File: config.mk
export PLATFORM = sky130hd
export DESIGN_NAME = mbe_core
export DESIGN_NICKNAME = d
export VERILOG_FILES = /design/src/hdl/mbe_pkg.sv /design/src/hdl/mbe_core.sv
export VERILOG_INCLUDE_DIRS = /design/src /design/src/hdl
export SDC_FILE = /design/constraint.sdc
export NUM_CORES = 2
export LEC_CHECK = 0
export ABC_AREA = 0
export ABC_CLOCK_PERIOD_IN_PS = 83200
export BUFFER_PORTS_ARGS = -buffer_cell sky130_fd_sc_hd__buf_2
export CAP_MARGIN = 25
export CORE_MARGIN = 4
export CORE_UTILIZATION = 30
export CTS_BUF_LIST = sky130_fd_sc_hd__clkbuf_8
export CTS_CLUSTER_SIZE = 14
export DETAILED_ROUTE_END_ITERATION = 8
export GPL_ROUTABILITY_DRIVEN = 0
export PLACE_DENSITY_LB_ADDON = 0.12
export SLEW_MARGIN = 40
export SYNTH_ARGS = -nofsm -noshare
export SYNTH_HDL_FRONTEND = slang
export SYNTH_SLANG_ARGS = --single-unit
export TNS_END_PERCENT = 1
File: constraint.sdc
create_clock -name clk_sys -period 83.2 [get_ports clk_sys]
set_input_delay 4.16 -clock clk_sys [delete_from_list [all_inputs] [get_ports clk_sys]]
set_output_delay 4.16 -clock clk_sys [all_outputs]
set_load 0.02 [all_outputs]
File: src/hdl/mbe_defs.svh
/*
  Constants for the mode, banking and exception unit: status word layout,
  vectors, reset values and physical register numbering.
  Assumes it is included by bare name from the core module.
*/
`ifndef MBE_DEFS_SVH
`define MBE_DEFS_SVH

// Status word bit positions inside register fifteen
`define MBE_BIT_N 31
`define MBE_BIT_Z 30
`define MBE_BIT_C 29
`define MBE_BIT_V 28
`define MBE_BIT_I 27
`define MBE_BIT_F 26
`define MBE_PC_HI 25
`define MBE_PC_LO 2

// Status bits a user-mode write may touch: N Z C V only
`define MBE_USER_FLAG_MASK 32'hF000_0000
// Program counter field mask
`define MBE_PC_MASK 32'h03FF_FFFC
// Mode and interrupt-mask field mask
`define MBE_PRIV_MASK 32'h0C00_0003

// Exception vectors (byte addresses)
`define MBE_VEC_ADDR_EXC 26'h000_0014
`define MBE_VEC_IRQ 26'h000_0018
`define MBE_VEC_FIQ 26'h000_001C

// Reset: supervisor mode, both masks set, program counter zero
`define MBE_R15_RESET 32'h0C00_0003

// Physical register numbering of the banked copies
`define MBE_PHYS_FIQ_BASE 5'h0F
`define MBE_PHYS_IRQ_R13 5'h16
`define MBE_PHYS_IRQ_R14 5'h17
`define MBE_PHYS_SVC_R13 5'h18
`define MBE_PHYS_SVC_R14 5'h19
// Physical registers in the array; register fifteen is held apart
`define MBE_PHYS_COUNT 26

`endif

File: src/hdl/mbe_pkg.sv
/*
  Types for the mode, banking and exception unit.
  Assumes nothing beyond a SystemVerilog compiler.
*/
package mbe_pkg;

  // Mode as held in the low two status bits
  typedef enum logic [1:0] {
    MBE_MODE_USER = 2'h0,
    MBE_MODE_FIQ = 2'h1,
    MBE_MODE_IRQ = 2'h2,
    MBE_MODE_SVC = 2'h3
  } mbe_mode_t;

  // Kind of memory transfer being checked
  typedef enum logic [1:0] {
    MBE_XF_SINGLE = 2'h0,
    MBE_XF_BLOCK = 2'h1,
    MBE_XF_BRANCH = 2'h2
  } mbe_xfer_t;

endpackage : mbe_pkg

File: src/hdl/mbe_core.sv
/*
  Mode, register banking and exception entry of a 32-bit core with a
  26-bit address space. Holds the 27 physical registers, steers the banked
  copies from the current mode, samples both interrupt pins at instruction
  boundaries and checks data-transfer addresses.
  Assumes the datapath drives one request at a time, pulses instr_boundary
  once per completed instruction, and that interrupt pins are asynchronous.
*/
// Functional notes
// RULE1 - 32-bit data, 26-bit address out; word accesses aligned to four bytes.
// RULE2 - Stored word puts its least significant byte at the lowest address.
// RULE3 - 27 physical registers; mode selects which 16 are visible.
// RULE4 - Register fifteen holds program counter and status flags, accessible apart.
// RULE5 - Branch-with-link copies register fifteen into the current mode's fourteen.
// RULE6 - Fast-interrupt mode banks registers eight to fourteen privately.
// RULE7 - Normal-interrupt mode banks registers thirteen and fourteen privately.
// RULE8 - Supervisor mode banks registers thirteen and fourteen privately.
// RULE9 - User writes change only N, Z, C, V flags.
// RULE10 - Privileged modes may write every status flag including masks and mode.
// RULE11 - Fast request sampled low at instruction end unless its mask set.
// RULE12 - Fast outranks normal; fast entry also masks normal interrupts.
// RULE13 - Normal request sampled low at instruction end unless its mask set.
// RULE14 - Data address with any of top six bits set traps.
// RULE15 - Branches never trap; block transfers check only the first word.
// RULE16 - Translate hint low in user mode or supervisor forced single transfer.
// RULE17 - Inverted mode outputs: 11 user, 10 fast, 01 normal, 00 supervisor.
// RULE18 - Normal entry saves R15 to its R14, sets I, vectors to 0x18.
// RULE19 - Fast entry saves R15 to its R14, sets I and F, vectors 0x1C.
// RULE20 - Address exception saves R15 to supervisor R14, sets I, vectors 0x14.
// RULE21 - Both interrupts pending: fast taken first, normal stays pending.
// RULE22 - Bank selection is combinational from mode and index.
`timescale 1ns/1ps
`include "mbe_defs.svh"

module mbe_core (
  input wire logic clk_sys, // Core clock
  input wire logic rst, // Asynchronous reset, active high
  input wire logic fiq_req_n, // Fast interrupt pin, asynchronous, active low
  input wire logic irq_req_n, // Normal interrupt pin, asynchronous, active low
  input wire logic instr_boundary, // Pulse: an instruction has just completed
  input wire logic [3:0] rd_idx, // Visible register to read
  output logic [31:0] rd_data, // Read data, one cycle after rd_idx
  input wire logic wr_en, // Write the visible register wr_idx
  input wire logic [3:0] wr_idx, // Visible register to write
  input wire logic [31:0] wr_data, // Write data
  input wire logic wr_pc_sel, // For index fifteen: update the program counter
  input wire logic wr_psr_sel, // For index fifteen: update the status flags
  input wire logic link_en, // Branch-with-link: copy fifteen into fourteen
  input wire logic xfer_valid, // A transfer address is presented
  input wire mbe_pkg::mbe_xfer_t xfer_kind, // Single, block or branch
  input wire logic xfer_first, // First word of a block transfer
  input wire logic xfer_byte, // Byte access; otherwise a word
  input wire logic xfer_force_translate_hint_n, // Force-translate bit of a single transfer
  input wire logic [31:0] xfer_addr, // Calculated 32-bit address
  input wire logic [31:0] store_word, // Word to be stored
  output logic [25:0] addr_out, // Address driven to memory
  output logic [31:0] store_lanes, // Store word laid out by byte address
  output logic [7:0] store_byte, // Byte at the addressed lane
  output logic exc_taken, // Pulse: an exception was entered
  output logic [25:0] exc_vector, // Vector of the last exception entered
  output logic [31:0] status_flags, // Register fifteen: flags, mode, pc
  output logic [1:0] mode_code_out_n, // Inverted mode bits
  output logic translate_hint_n // Low while addresses should be translated
);

  logic [31:0] phys_q [0:`MBE_PHYS_COUNT-1];
  logic [31:0] r15_q;
  logic [31:0] r15_d;
  logic [31:0] rd_data_q;
  logic [25:0] addr_out_q;
  logic [31:0] store_lanes_q;
  logic [7:0] store_byte_q;
  logic exc_taken_q;
  logic [25:0] exc_vector_q;
  logic [1:0] mode_n_q;
  logic translate_hint_n_n_q;
  logic [2:0] fiq_sync_q;
  logic [2:0] irq_sync_q;
  logic fiq_lvl_q;
  logic irq_lvl_q;
  mbe_pkg::mbe_mode_t mode;
  mbe_pkg::mbe_mode_t mode_d;
  logic addr_fault;
  logic take_fiq;
  logic take_irq;
  logic [4:0] link_phys;
  logic [4:0] wr_phys;

  // Map a visible index to its physical slot for a given mode
  function automatic logic [4:0] bank_map(input mbe_pkg::mbe_mode_t m, input logic [3:0] idx);
    logic [4:0] p;
    p = {1'b0, idx};
    case (m)
      mbe_pkg::MBE_MODE_FIQ:
      begin
        if (idx >= 4'h8 && idx <= 4'hE)
        begin
          p = `MBE_PHYS_FIQ_BASE + {2'b00, idx[2:0]}; // see RULE6
        end
      end
      mbe_pkg::MBE_MODE_IRQ:
      begin
        if (idx == 4'hD)
        begin
          p = `MBE_PHYS_IRQ_R13; // see RULE7
        end
        else if (idx == 4'hE)
        begin
          p = `MBE_PHYS_IRQ_R14; // see RULE7
        end
      end
      mbe_pkg::MBE_MODE_SVC:
      begin
        if (idx == 4'hD)
        begin
          p = `MBE_PHYS_SVC_R13; // see RULE8
        end
        else if (idx == 4'hE)
        begin
          p = `MBE_PHYS_SVC_R14; // see RULE8
        end
      end
      default:
      begin
        p = {1'b0, idx};
      end
    endcase
    return p;
  endfunction : bank_map

  assign mode = mbe_pkg::mbe_mode_t'(r15_q[1:0]);

  // Trap on any of the top six address bits; branches and later block words are exempt
  assign addr_fault = xfer_valid && (xfer_kind != mbe_pkg::MBE_XF_BRANCH)
    && (xfer_kind == mbe_pkg::MBE_XF_SINGLE || xfer_first)
    && (|xfer_addr[31:26]); // see RULE14 see RULE15

  // Address exception outranks both interrupts; fast outranks normal
  assign take_fiq = instr_boundary && !addr_fault && !r15_q[`MBE_BIT_F] && !fiq_lvl_q; // see RULE11 see RULE21
  assign take_irq = instr_boundary && !addr_fault && !take_fiq
    && !r15_q[`MBE_BIT_I] && !irq_lvl_q; // see RULE12 see RULE13 see RULE21

  // Banked slot chosen straight from the current mode, no pipeline delay
  assign wr_phys = bank_map(mode, wr_idx); // see RULE22
  assign link_phys = addr_fault ? `MBE_PHYS_SVC_R14 :
    take_fiq ? bank_map(mbe_pkg::MBE_MODE_FIQ, 4'hE) :
    take_irq ? `MBE_PHYS_IRQ_R14 : bank_map(mode, 4'hE);

  // Three-stage synchronisers; a level counts once stages two and three agree
  always_ff @(posedge clk_sys or posedge rst)
  begin
    if (rst)
    begin
      fiq_sync_q <= 3'h7;
      irq_sync_q <= 3'h7;
      fiq_lvl_q <= 1'b1;
      irq_lvl_q <= 1'b1;
    end
    else
    begin
      fiq_sync_q <= {fiq_sync_q[1:0], fiq_req_n};
      irq_sync_q <= {irq_sync_q[1:0], irq_req_n};
      if (fiq_sync_q[1] == fiq_sync_q[2])
      begin
        fiq_lvl_q <= fiq_sync_q[2];
      end
      if (irq_sync_q[1] == irq_sync_q[2])
      begin
        irq_lvl_q <= irq_sync_q[2];
      end
    end
  end

  // Next value of register fifteen: exception entry beats any instruction write
  always_comb
  begin
    r15_d = r15_q;
    mode_d = mode;
    if (addr_fault)
    begin
      r15_d[1:0] = mbe_pkg::MBE_MODE_SVC; // see RULE20
      r15_d[`MBE_BIT_I] = 1'b1;
      r15_d[`MBE_PC_HI:`MBE_PC_LO] = 24'(`MBE_VEC_ADDR_EXC >> 2);
    end
    else if (take_fiq)
    begin
      r15_d[1:0] = mbe_pkg::MBE_MODE_FIQ; // see RULE19 see RULE12
      r15_d[`MBE_BIT_I] = 1'b1;
      r15_d[`MBE_BIT_F] = 1'b1;
      r15_d[`MBE_PC_HI:`MBE_PC_LO] = 24'(`MBE_VEC_FIQ >> 2);
    end
    else if (take_irq)
    begin
      r15_d[1:0] = mbe_pkg::MBE_MODE_IRQ; // see RULE18
      r15_d[`MBE_BIT_I] = 1'b1;
      r15_d[`MBE_PC_HI:`MBE_PC_LO] = 24'(`MBE_VEC_IRQ >> 2);
    end
    else if (wr_en && wr_idx == 4'hF)
    begin
      if (wr_pc_sel)
      begin
        r15_d = (r15_d & ~`MBE_PC_MASK) | (wr_data & `MBE_PC_MASK); // see RULE4
      end
      if (wr_psr_sel && mode == mbe_pkg::MBE_MODE_USER)
      begin
        r15_d = (r15_d & ~`MBE_USER_FLAG_MASK) | (wr_data & `MBE_USER_FLAG_MASK); // see RULE9
      end
      else if (wr_psr_sel)
      begin
        r15_d = (r15_d & ~(`MBE_USER_FLAG_MASK | `MBE_PRIV_MASK))
          | (wr_data & (`MBE_USER_FLAG_MASK | `MBE_PRIV_MASK)); // see RULE10
      end
    end
    mode_d = mbe_pkg::mbe_mode_t'(r15_d[1:0]);
  end

  always_ff @(posedge clk_sys or posedge rst)
  begin
    if (rst)
    begin
      r15_q <= `MBE_R15_RESET;
    end
    else
    begin
      r15_q <= r15_d;
    end
  end

  // Banked array: entries save the old register fifteen, link copies it
  always_ff @(posedge clk_sys or posedge rst)
  begin
    if (rst)
    begin
      for (int i = 0; i < `MBE_PHYS_COUNT; i++)
      begin
        phys_q[i] <= 32'h0000_0000;
      end
    end
    else if (addr_fault || take_fiq || take_irq || link_en)
    begin
      phys_q[link_phys] <= r15_q; // see RULE5 see RULE18 see RULE19 see RULE20
    end
    else if (wr_en && wr_idx != 4'hF)
    begin
      phys_q[wr_phys] <= wr_data; // see RULE3
    end
  end

  // Visible read; slot fifteen is the combined program counter and flags
  always_ff @(posedge clk_sys or posedge rst)
  begin
    if (rst)
    begin
      rd_data_q <= 32'h0000_0000;
    end
    else if (rd_idx == 4'hF)
    begin
      rd_data_q <= r15_q; // see RULE4
    end
    else
    begin
      rd_data_q <= phys_q[bank_map(mode, rd_idx)]; // see RULE3 see RULE22
    end
  end

  // Memory-facing address and store lanes
  always_ff @(posedge clk_sys or posedge rst)
  begin
    if (rst)
    begin
      addr_out_q <= 26'h000_0000;
      store_lanes_q <= 32'h0000_0000;
      store_byte_q <= 8'h00;
    end
    else if (xfer_valid && !addr_fault && xfer_kind != mbe_pkg::MBE_XF_BRANCH)
    begin
      // Word accesses drop the low two bits so they stay aligned
      addr_out_q <= xfer_byte ? xfer_addr[25:0] : {xfer_addr[25:2], 2'b00}; // see RULE1
      store_lanes_q <= store_word; // see RULE2
      store_byte_q <= store_word[{xfer_addr[1:0], 3'b000} +: 8]; // see RULE2
    end
  end

  always_ff @(posedge clk_sys or posedge rst)
  begin
    if (rst)
    begin
      exc_taken_q <= 1'b0;
      exc_vector_q <= 26'h000_0000;
    end
    else
    begin
      exc_taken_q <= addr_fault || take_fiq || take_irq;
      if (addr_fault || take_fiq || take_irq)
      begin
        exc_vector_q <= {r15_d[`MBE_PC_HI:`MBE_PC_LO], 2'b00};
      end
    end
  end

  // Mode pins follow the mode the next cycle runs in; the translate hint tests that mode for user and the current mode for supervisor
  always_ff @(posedge clk_sys or posedge rst)
  begin
    if (rst)
    begin
      mode_n_q <= 2'b00;
      translate_hint_n_n_q <= 1'b1;
    end
    else
    begin
      mode_n_q <= ~mode_d; // see RULE17
      translate_hint_n_n_q <= !(mode_d == mbe_pkg::MBE_MODE_USER
        || (mode == mbe_pkg::MBE_MODE_SVC && xfer_valid && xfer_kind == mbe_pkg::MBE_XF_SINGLE
        && xfer_force_translate_hint_n && !addr_fault)); // see RULE16
    end
  end

  assign rd_data = rd_data_q;
  assign addr_out = addr_out_q;
  assign store_lanes = store_lanes_q;
  assign store_byte = store_byte_q;
  assign exc_taken = exc_taken_q;
  assign exc_vector = exc_vector_q;
  assign status_flags = r15_q;
  assign mode_code_out_n = mode_n_q;
  assign translate_hint_n = translate_hint_n_n_q;

endmodule : mbe_core

==> impl.org <==
** Status
- Result of the run :: completed

** Timing
- At the pin with the least slew margin, the transition time is 0.902 ns.
- Setup total negative slack on the finished layout was measured at 0 ns.
- Total setup violations reported at the end of the flow :: 0
- Worst setup slack after layout :: 75.42 ns
- The worst path uses a little under a tenth of the clock period.
- Worst-case clock skew :: 0.0405 ns
- Unrepaired setup endpoints after global routing :: false
- The number of hold-slack violations in the final timing report is 0.
- Number of slew-limit violations in the final report :: 0
- Counting I/O delays and the setup requirement, the final critical path takes ~7.8 ns.
- Max-slew headroom at the worst pin :: 39.9%
- Peak Freq :: ~130 MHz

** Critical path
- The critical path is of the input port to flop type.
- Cells on worst reg2reg path :: 12
- Across all register-to-register paths, the minimum setup slack is a little under 80 ns.
- Critical Path End Type :: flop
- The startpoint identified for the worst register-to-register timing path is status_flags[1].
- Worst flop-to-flop path endpoint :: rd_data[9]
- In this run the worst path has a maximum fanout of between 50 and 60.
- At the worst endpoint, the arrival time is roughly 8.5 ns.
- STA classifies the critical path startpoint as an input port.
- Critical path data required time :: roughly 84 ns

** Synthesis
- Prevailing post-synth register cell :: sky130_fd_sc_hd__dfrtp_1
- Counting flops with an async set or reset pin after synthesis yields a share of 100%.
- Post-synth EDFFs :: 0
- Syn Area/Cell :: between 10 and 15 µm²
- Gate count after technology mapping :: 4,187
- Netlist Area Pre-Place :: about 0.048 mm²
- Count of distinct cell types in the synthesized netlist :: 90
- Proportion of synthesized chip area in sequential cells :: between 50% and 60%
- Post-synthesis sequential element count :: roughly 1,000
- Yosys printed 0 warnings.

** Clocking
- Maximum count of clock buffers along a single path :: 3
- Clock-pin slew was measured on the worst setup and hold paths at around 0.060 ns.
- In this run, post-CTS repair resized a total of 0 instances.
- Worst skew pair latency :: 0.91 ns
- Root buf cell :: sky130_fd_sc_hd__clkbuf_8
- TritonCTS built the clock tree.
- Clock sinks :: about 1,000
- Clock tree synthesis inserted a total of between 150 and 200 buffers.
- In this run the post-CTS setup repair buffer count came out at 0.
- H-tree levels :: 4
- Buffers inserted to repair hold after CTS numbered 0.

** Detailed routing
- First-pass iteration count of the detailed router :: 8
- Dividing the detail-routed wire length by the instance count gives between 30 and 40 µm.
- Number of DRC markers after the initial detailed-route iteration :: between 2,000 and 3,000
- Routed WL :: about 200 mm
- The count of nets left with antenna violations once routing finished came out at 0.
- Number of design rule violations left after detail routing :: 0
- Ratio of routed vias to standard cells :: between 5 and 6
- Total via count after detailed routing :: 36,300

** Cells and area
- Commonest cells after routing, fill and taps aside :: sky130_fd_sc_hd__dfrtp_1 (985), sky130_fd_sc_hd__mux2_2 (752), sky130_fd_sc_hd__nand2_1 (613), sky130_fd_sc_hd__buf_2 (276), sky130_fd_sc_hd__clkbuf_8 (228)
- Leaving out fill and tap cells, the most frequent cell in the layout is sky130_fd_sc_hd__dfrtp_1.
- Compared with the post-synthesis result, the final layout area differs by 15.2%.
- At the end of the flow, the number of nets in the layout was roughly 4,500.
- Cells with a size suffix above 1 make up 34.2% of the layout.

** Hold path
- Along the worst hold path, the cell count comes to 0.
- The startpoint identified for the worst hold timing path is irq_sync_q[0].
- Worst min-delay path endpoint :: irq_sync_q[1]
- The tightest min-delay check is of the flop to flop type.

** Global route
- Grt total ovfl :: 0
- Vias in the first global route :: 37,500
- The initial antenna violation count was 8.
- Global routing used a little under a quarter of the available tracks across all layers.
- Maximum number of pins on one net before global-route repair :: between 100 and 150
- Global-route wire length before repair :: around 290 mm

** Die
- Total number of placement rows :: about 150
- The core region is around 0.16 mm².
- The die covers 0.167 mm².
- In this run the count of I/O pins placed on the die edge is 279.
- Die Width :: between 400 and 500 µm
- The die is ~400 µm tall.
- Initial core utilization :: 30.2%

** Run
- The tool flagged a number of max-cap violations equal to 0.

** Power
- Across the VDD grid, the largest voltage drop is 16.9 µV.
- Summed over all cells, the static leakage comes to approximately 26 nW.
- Power spread over the standard cell area amounts to ~29 mW/mm².

** Place
- Count of port buffers added during placement :: between 200 and 300
- Prior to clock tree synthesis, the placed netlist has a worst setup slack of ~74 ns.
- After legalization and detailed placement, the total HPWL measured about 110 mm.
[area by class of cell]
type / instances / area, µm²
fill: 16100 / 103000
clock inverter: 106 / 531
inverter: 17 / 76.3
sequential: 998 / 25000
timing repair buffer: 388 / 2390
multi-input combinational: 2789 / 21600
tap: 2072 / 2590
clock buffer: 228 / 3140
antenna: 3 / 7.51
[power by group]
part	total, mW	leakage (nW)	switching [mW]	internal (mW)
Combinational	0.464	10.1	0.282	0.182
Clock	0.477	2.19	0.224	0.253
Sequential	0.673	13.3	0.0686	0.604
[state kept, by name, indices dropped and copies added, names as in the netlist, 2 cells and up]
signal / count
phys_q: 832
rd_data: 32
status_flags: 32
store_lanes: 32
addr_out: 26
exc_vector: 24
store_byte: 8
fiq_sync_q: 3
irq_sync_q: 3
mode_code_out_n: 2
[layer usage]
metal  up-vias  track usage, %  share of wire, %
met5         -               0                 0
met4         0            6.99               2.8
met3       339            4.15               5.2
met2      1192            37.7                46
met1     19200            32.3                45
li1      15600               -                 -
[worst max path at each step]
stage	cells past startpoint	endpoint	from
floorplan	1	addr_out[0]	rst
global route	13	rd_data[9]	rd_idx[1]
CTS	14	rd_data[21]	rd_idx[1]
detailed placement	14	rd_data[21]	rd_idx[1]
global placement	14	rd_data[21]	rd_idx[1]
finish	14	rd_data[21]	rd_idx[1]
[cells by family (layout without fill, tap and decap cells)]
logic type | after synthesis | count (layout) | share of synthesized area (%)
flip-flops | 998 | 998 | 52.0
AND/OR/NAND/NOR | 1055 | 1055 | 9.57
multiplexers | 989 | 989 | 24.4
other | 1 | 5 | 0.00781
buffers and inverters | 401 | 739 | 3.66
adder cells (fa/ha/maj) | 14 | 14 | 0.354
AO/OA/AOI/OAI | 729 | 729 | 10.0
[synth_stat cells, types with 6 or more instances]
| cell | count | area, µm² |
|---|---|---|
| sky130_fd_sc_hd__and2_1 | 9 | 56.3 |
| sky130_fd_sc_hd__a31oi_1 | 62 | 388 |
| sky130_fd_sc_hd__nand4_1 | 10 | 62.6 |
| sky130_fd_sc_hd__buf_2 | 116 | 581 |
| sky130_fd_sc_hd__dfrtp_1 | 985 | 24600 |
| sky130_fd_sc_hd__nand2_1 | 627 | 2350 |
| sky130_fd_sc_hd__mux4_2 | 63 | 1420 |
| sky130_fd_sc_hd__mux2_1 | 54 | 608 |
| sky130_fd_sc_hd__nor2b_1 | 8 | 50.1 |
| sky130_fd_sc_hd__buf_4 | 23 | 173 |
| sky130_fd_sc_hd__a21oi_1 | 127 | 636 |
| sky130_fd_sc_hd__a32o_1 | 6 | 60.1 |
| sky130_fd_sc_hd__o211ai_1 | 6 | 45.0 |
| sky130_fd_sc_hd__mux2i_1 | 120 | 1200 |
| sky130_fd_sc_hd__buf_1 | 66 | 248 |
| sky130_fd_sc_hd__nand2b_1 | 6 | 37.5 |
| sky130_fd_sc_hd__o22ai_1 | 202 | 1260 |
| sky130_fd_sc_hd__and3_1 | 46 | 288 |
| sky130_fd_sc_hd__mux2_2 | 752 | 8470 |
| sky130_fd_sc_hd__a211oi_1 | 8 | 60.1 |
| sky130_fd_sc_hd__clkbuf_1 | 176 | 661 |
| sky130_fd_sc_hd__inv_1 | 17 | 63.8 |
| sky130_fd_sc_hd__o22a_1 | 69 | 604 |
| sky130_fd_sc_hd__o21ai_0 | 117 | 586 |
| sky130_fd_sc_hd__dfstp_2 | 13 | 342 |
| sky130_fd_sc_hd__nor2_1 | 118 | 443 |
| sky130_fd_sc_hd__ha_1 | 12 | 150 |
| sky130_fd_sc_hd__nand3_1 | 150 | 751 |
| sky130_fd_sc_hd__a32oi_1 | 19 | 166 |
| sky130_fd_sc_hd__a22oi_1 | 28 | 210 |
| sky130_fd_sc_hd__a221oi_1 | 12 | 105 |
| sky130_fd_sc_hd__o221ai_1 | 9 | 78.8 |
| sky130_fd_sc_hd__nor3_1 | 45 | 225 |
[metrics by stage]
step / hold slack, ns / instance area [µm²] / instances / utilization, % / power (mW)
2_1_floorplan: 0.345 / 48000 / 4188 / - / 0.967
3_3_place_gp: 0.348 / 51400 / 6256 / 32.4 / 1.14
3_5_place_dp: 0.351 / 51600 / 6261 / 32.5 / 1.14
4_1_cts: 0.362 / 55200 / 6595 / 34.8 / 1.63
5_1_grt: 0.366 / 55300 / 6599 / 34.8 / 1.69
6_report: 0.359 / 55300 / 6601 / 34.9 / 1.61
[critical path, stage by stage]
cell and delay [ns]:
sky130_fd_sc_hd__buf_2 0.16, sky130_fd_sc_hd__inv_1 0.10, sky130_fd_sc_hd__ha_1 0.20, sky130_fd_sc_hd__inv_1 0.08, sky130_fd_sc_hd__a211oi_1 0.41, sky130_fd_sc_hd__o31a_2 0.24
sky130_fd_sc_hd__buf_4 0.58, sky130_fd_sc_hd__buf_4 0.70, sky130_fd_sc_hd__buf_6 0.53, sky130_fd_sc_hd__mux4_2 0.58, sky130_fd_sc_hd__mux2i_1 0.14, sky130_fd_sc_hd__o221ai_1 0.13
sky130_fd_sc_hd__o211ai_1 0.14, sky130_fd_sc_hd__a31oi_1 0.06
(Power assumes the default switching activity.)
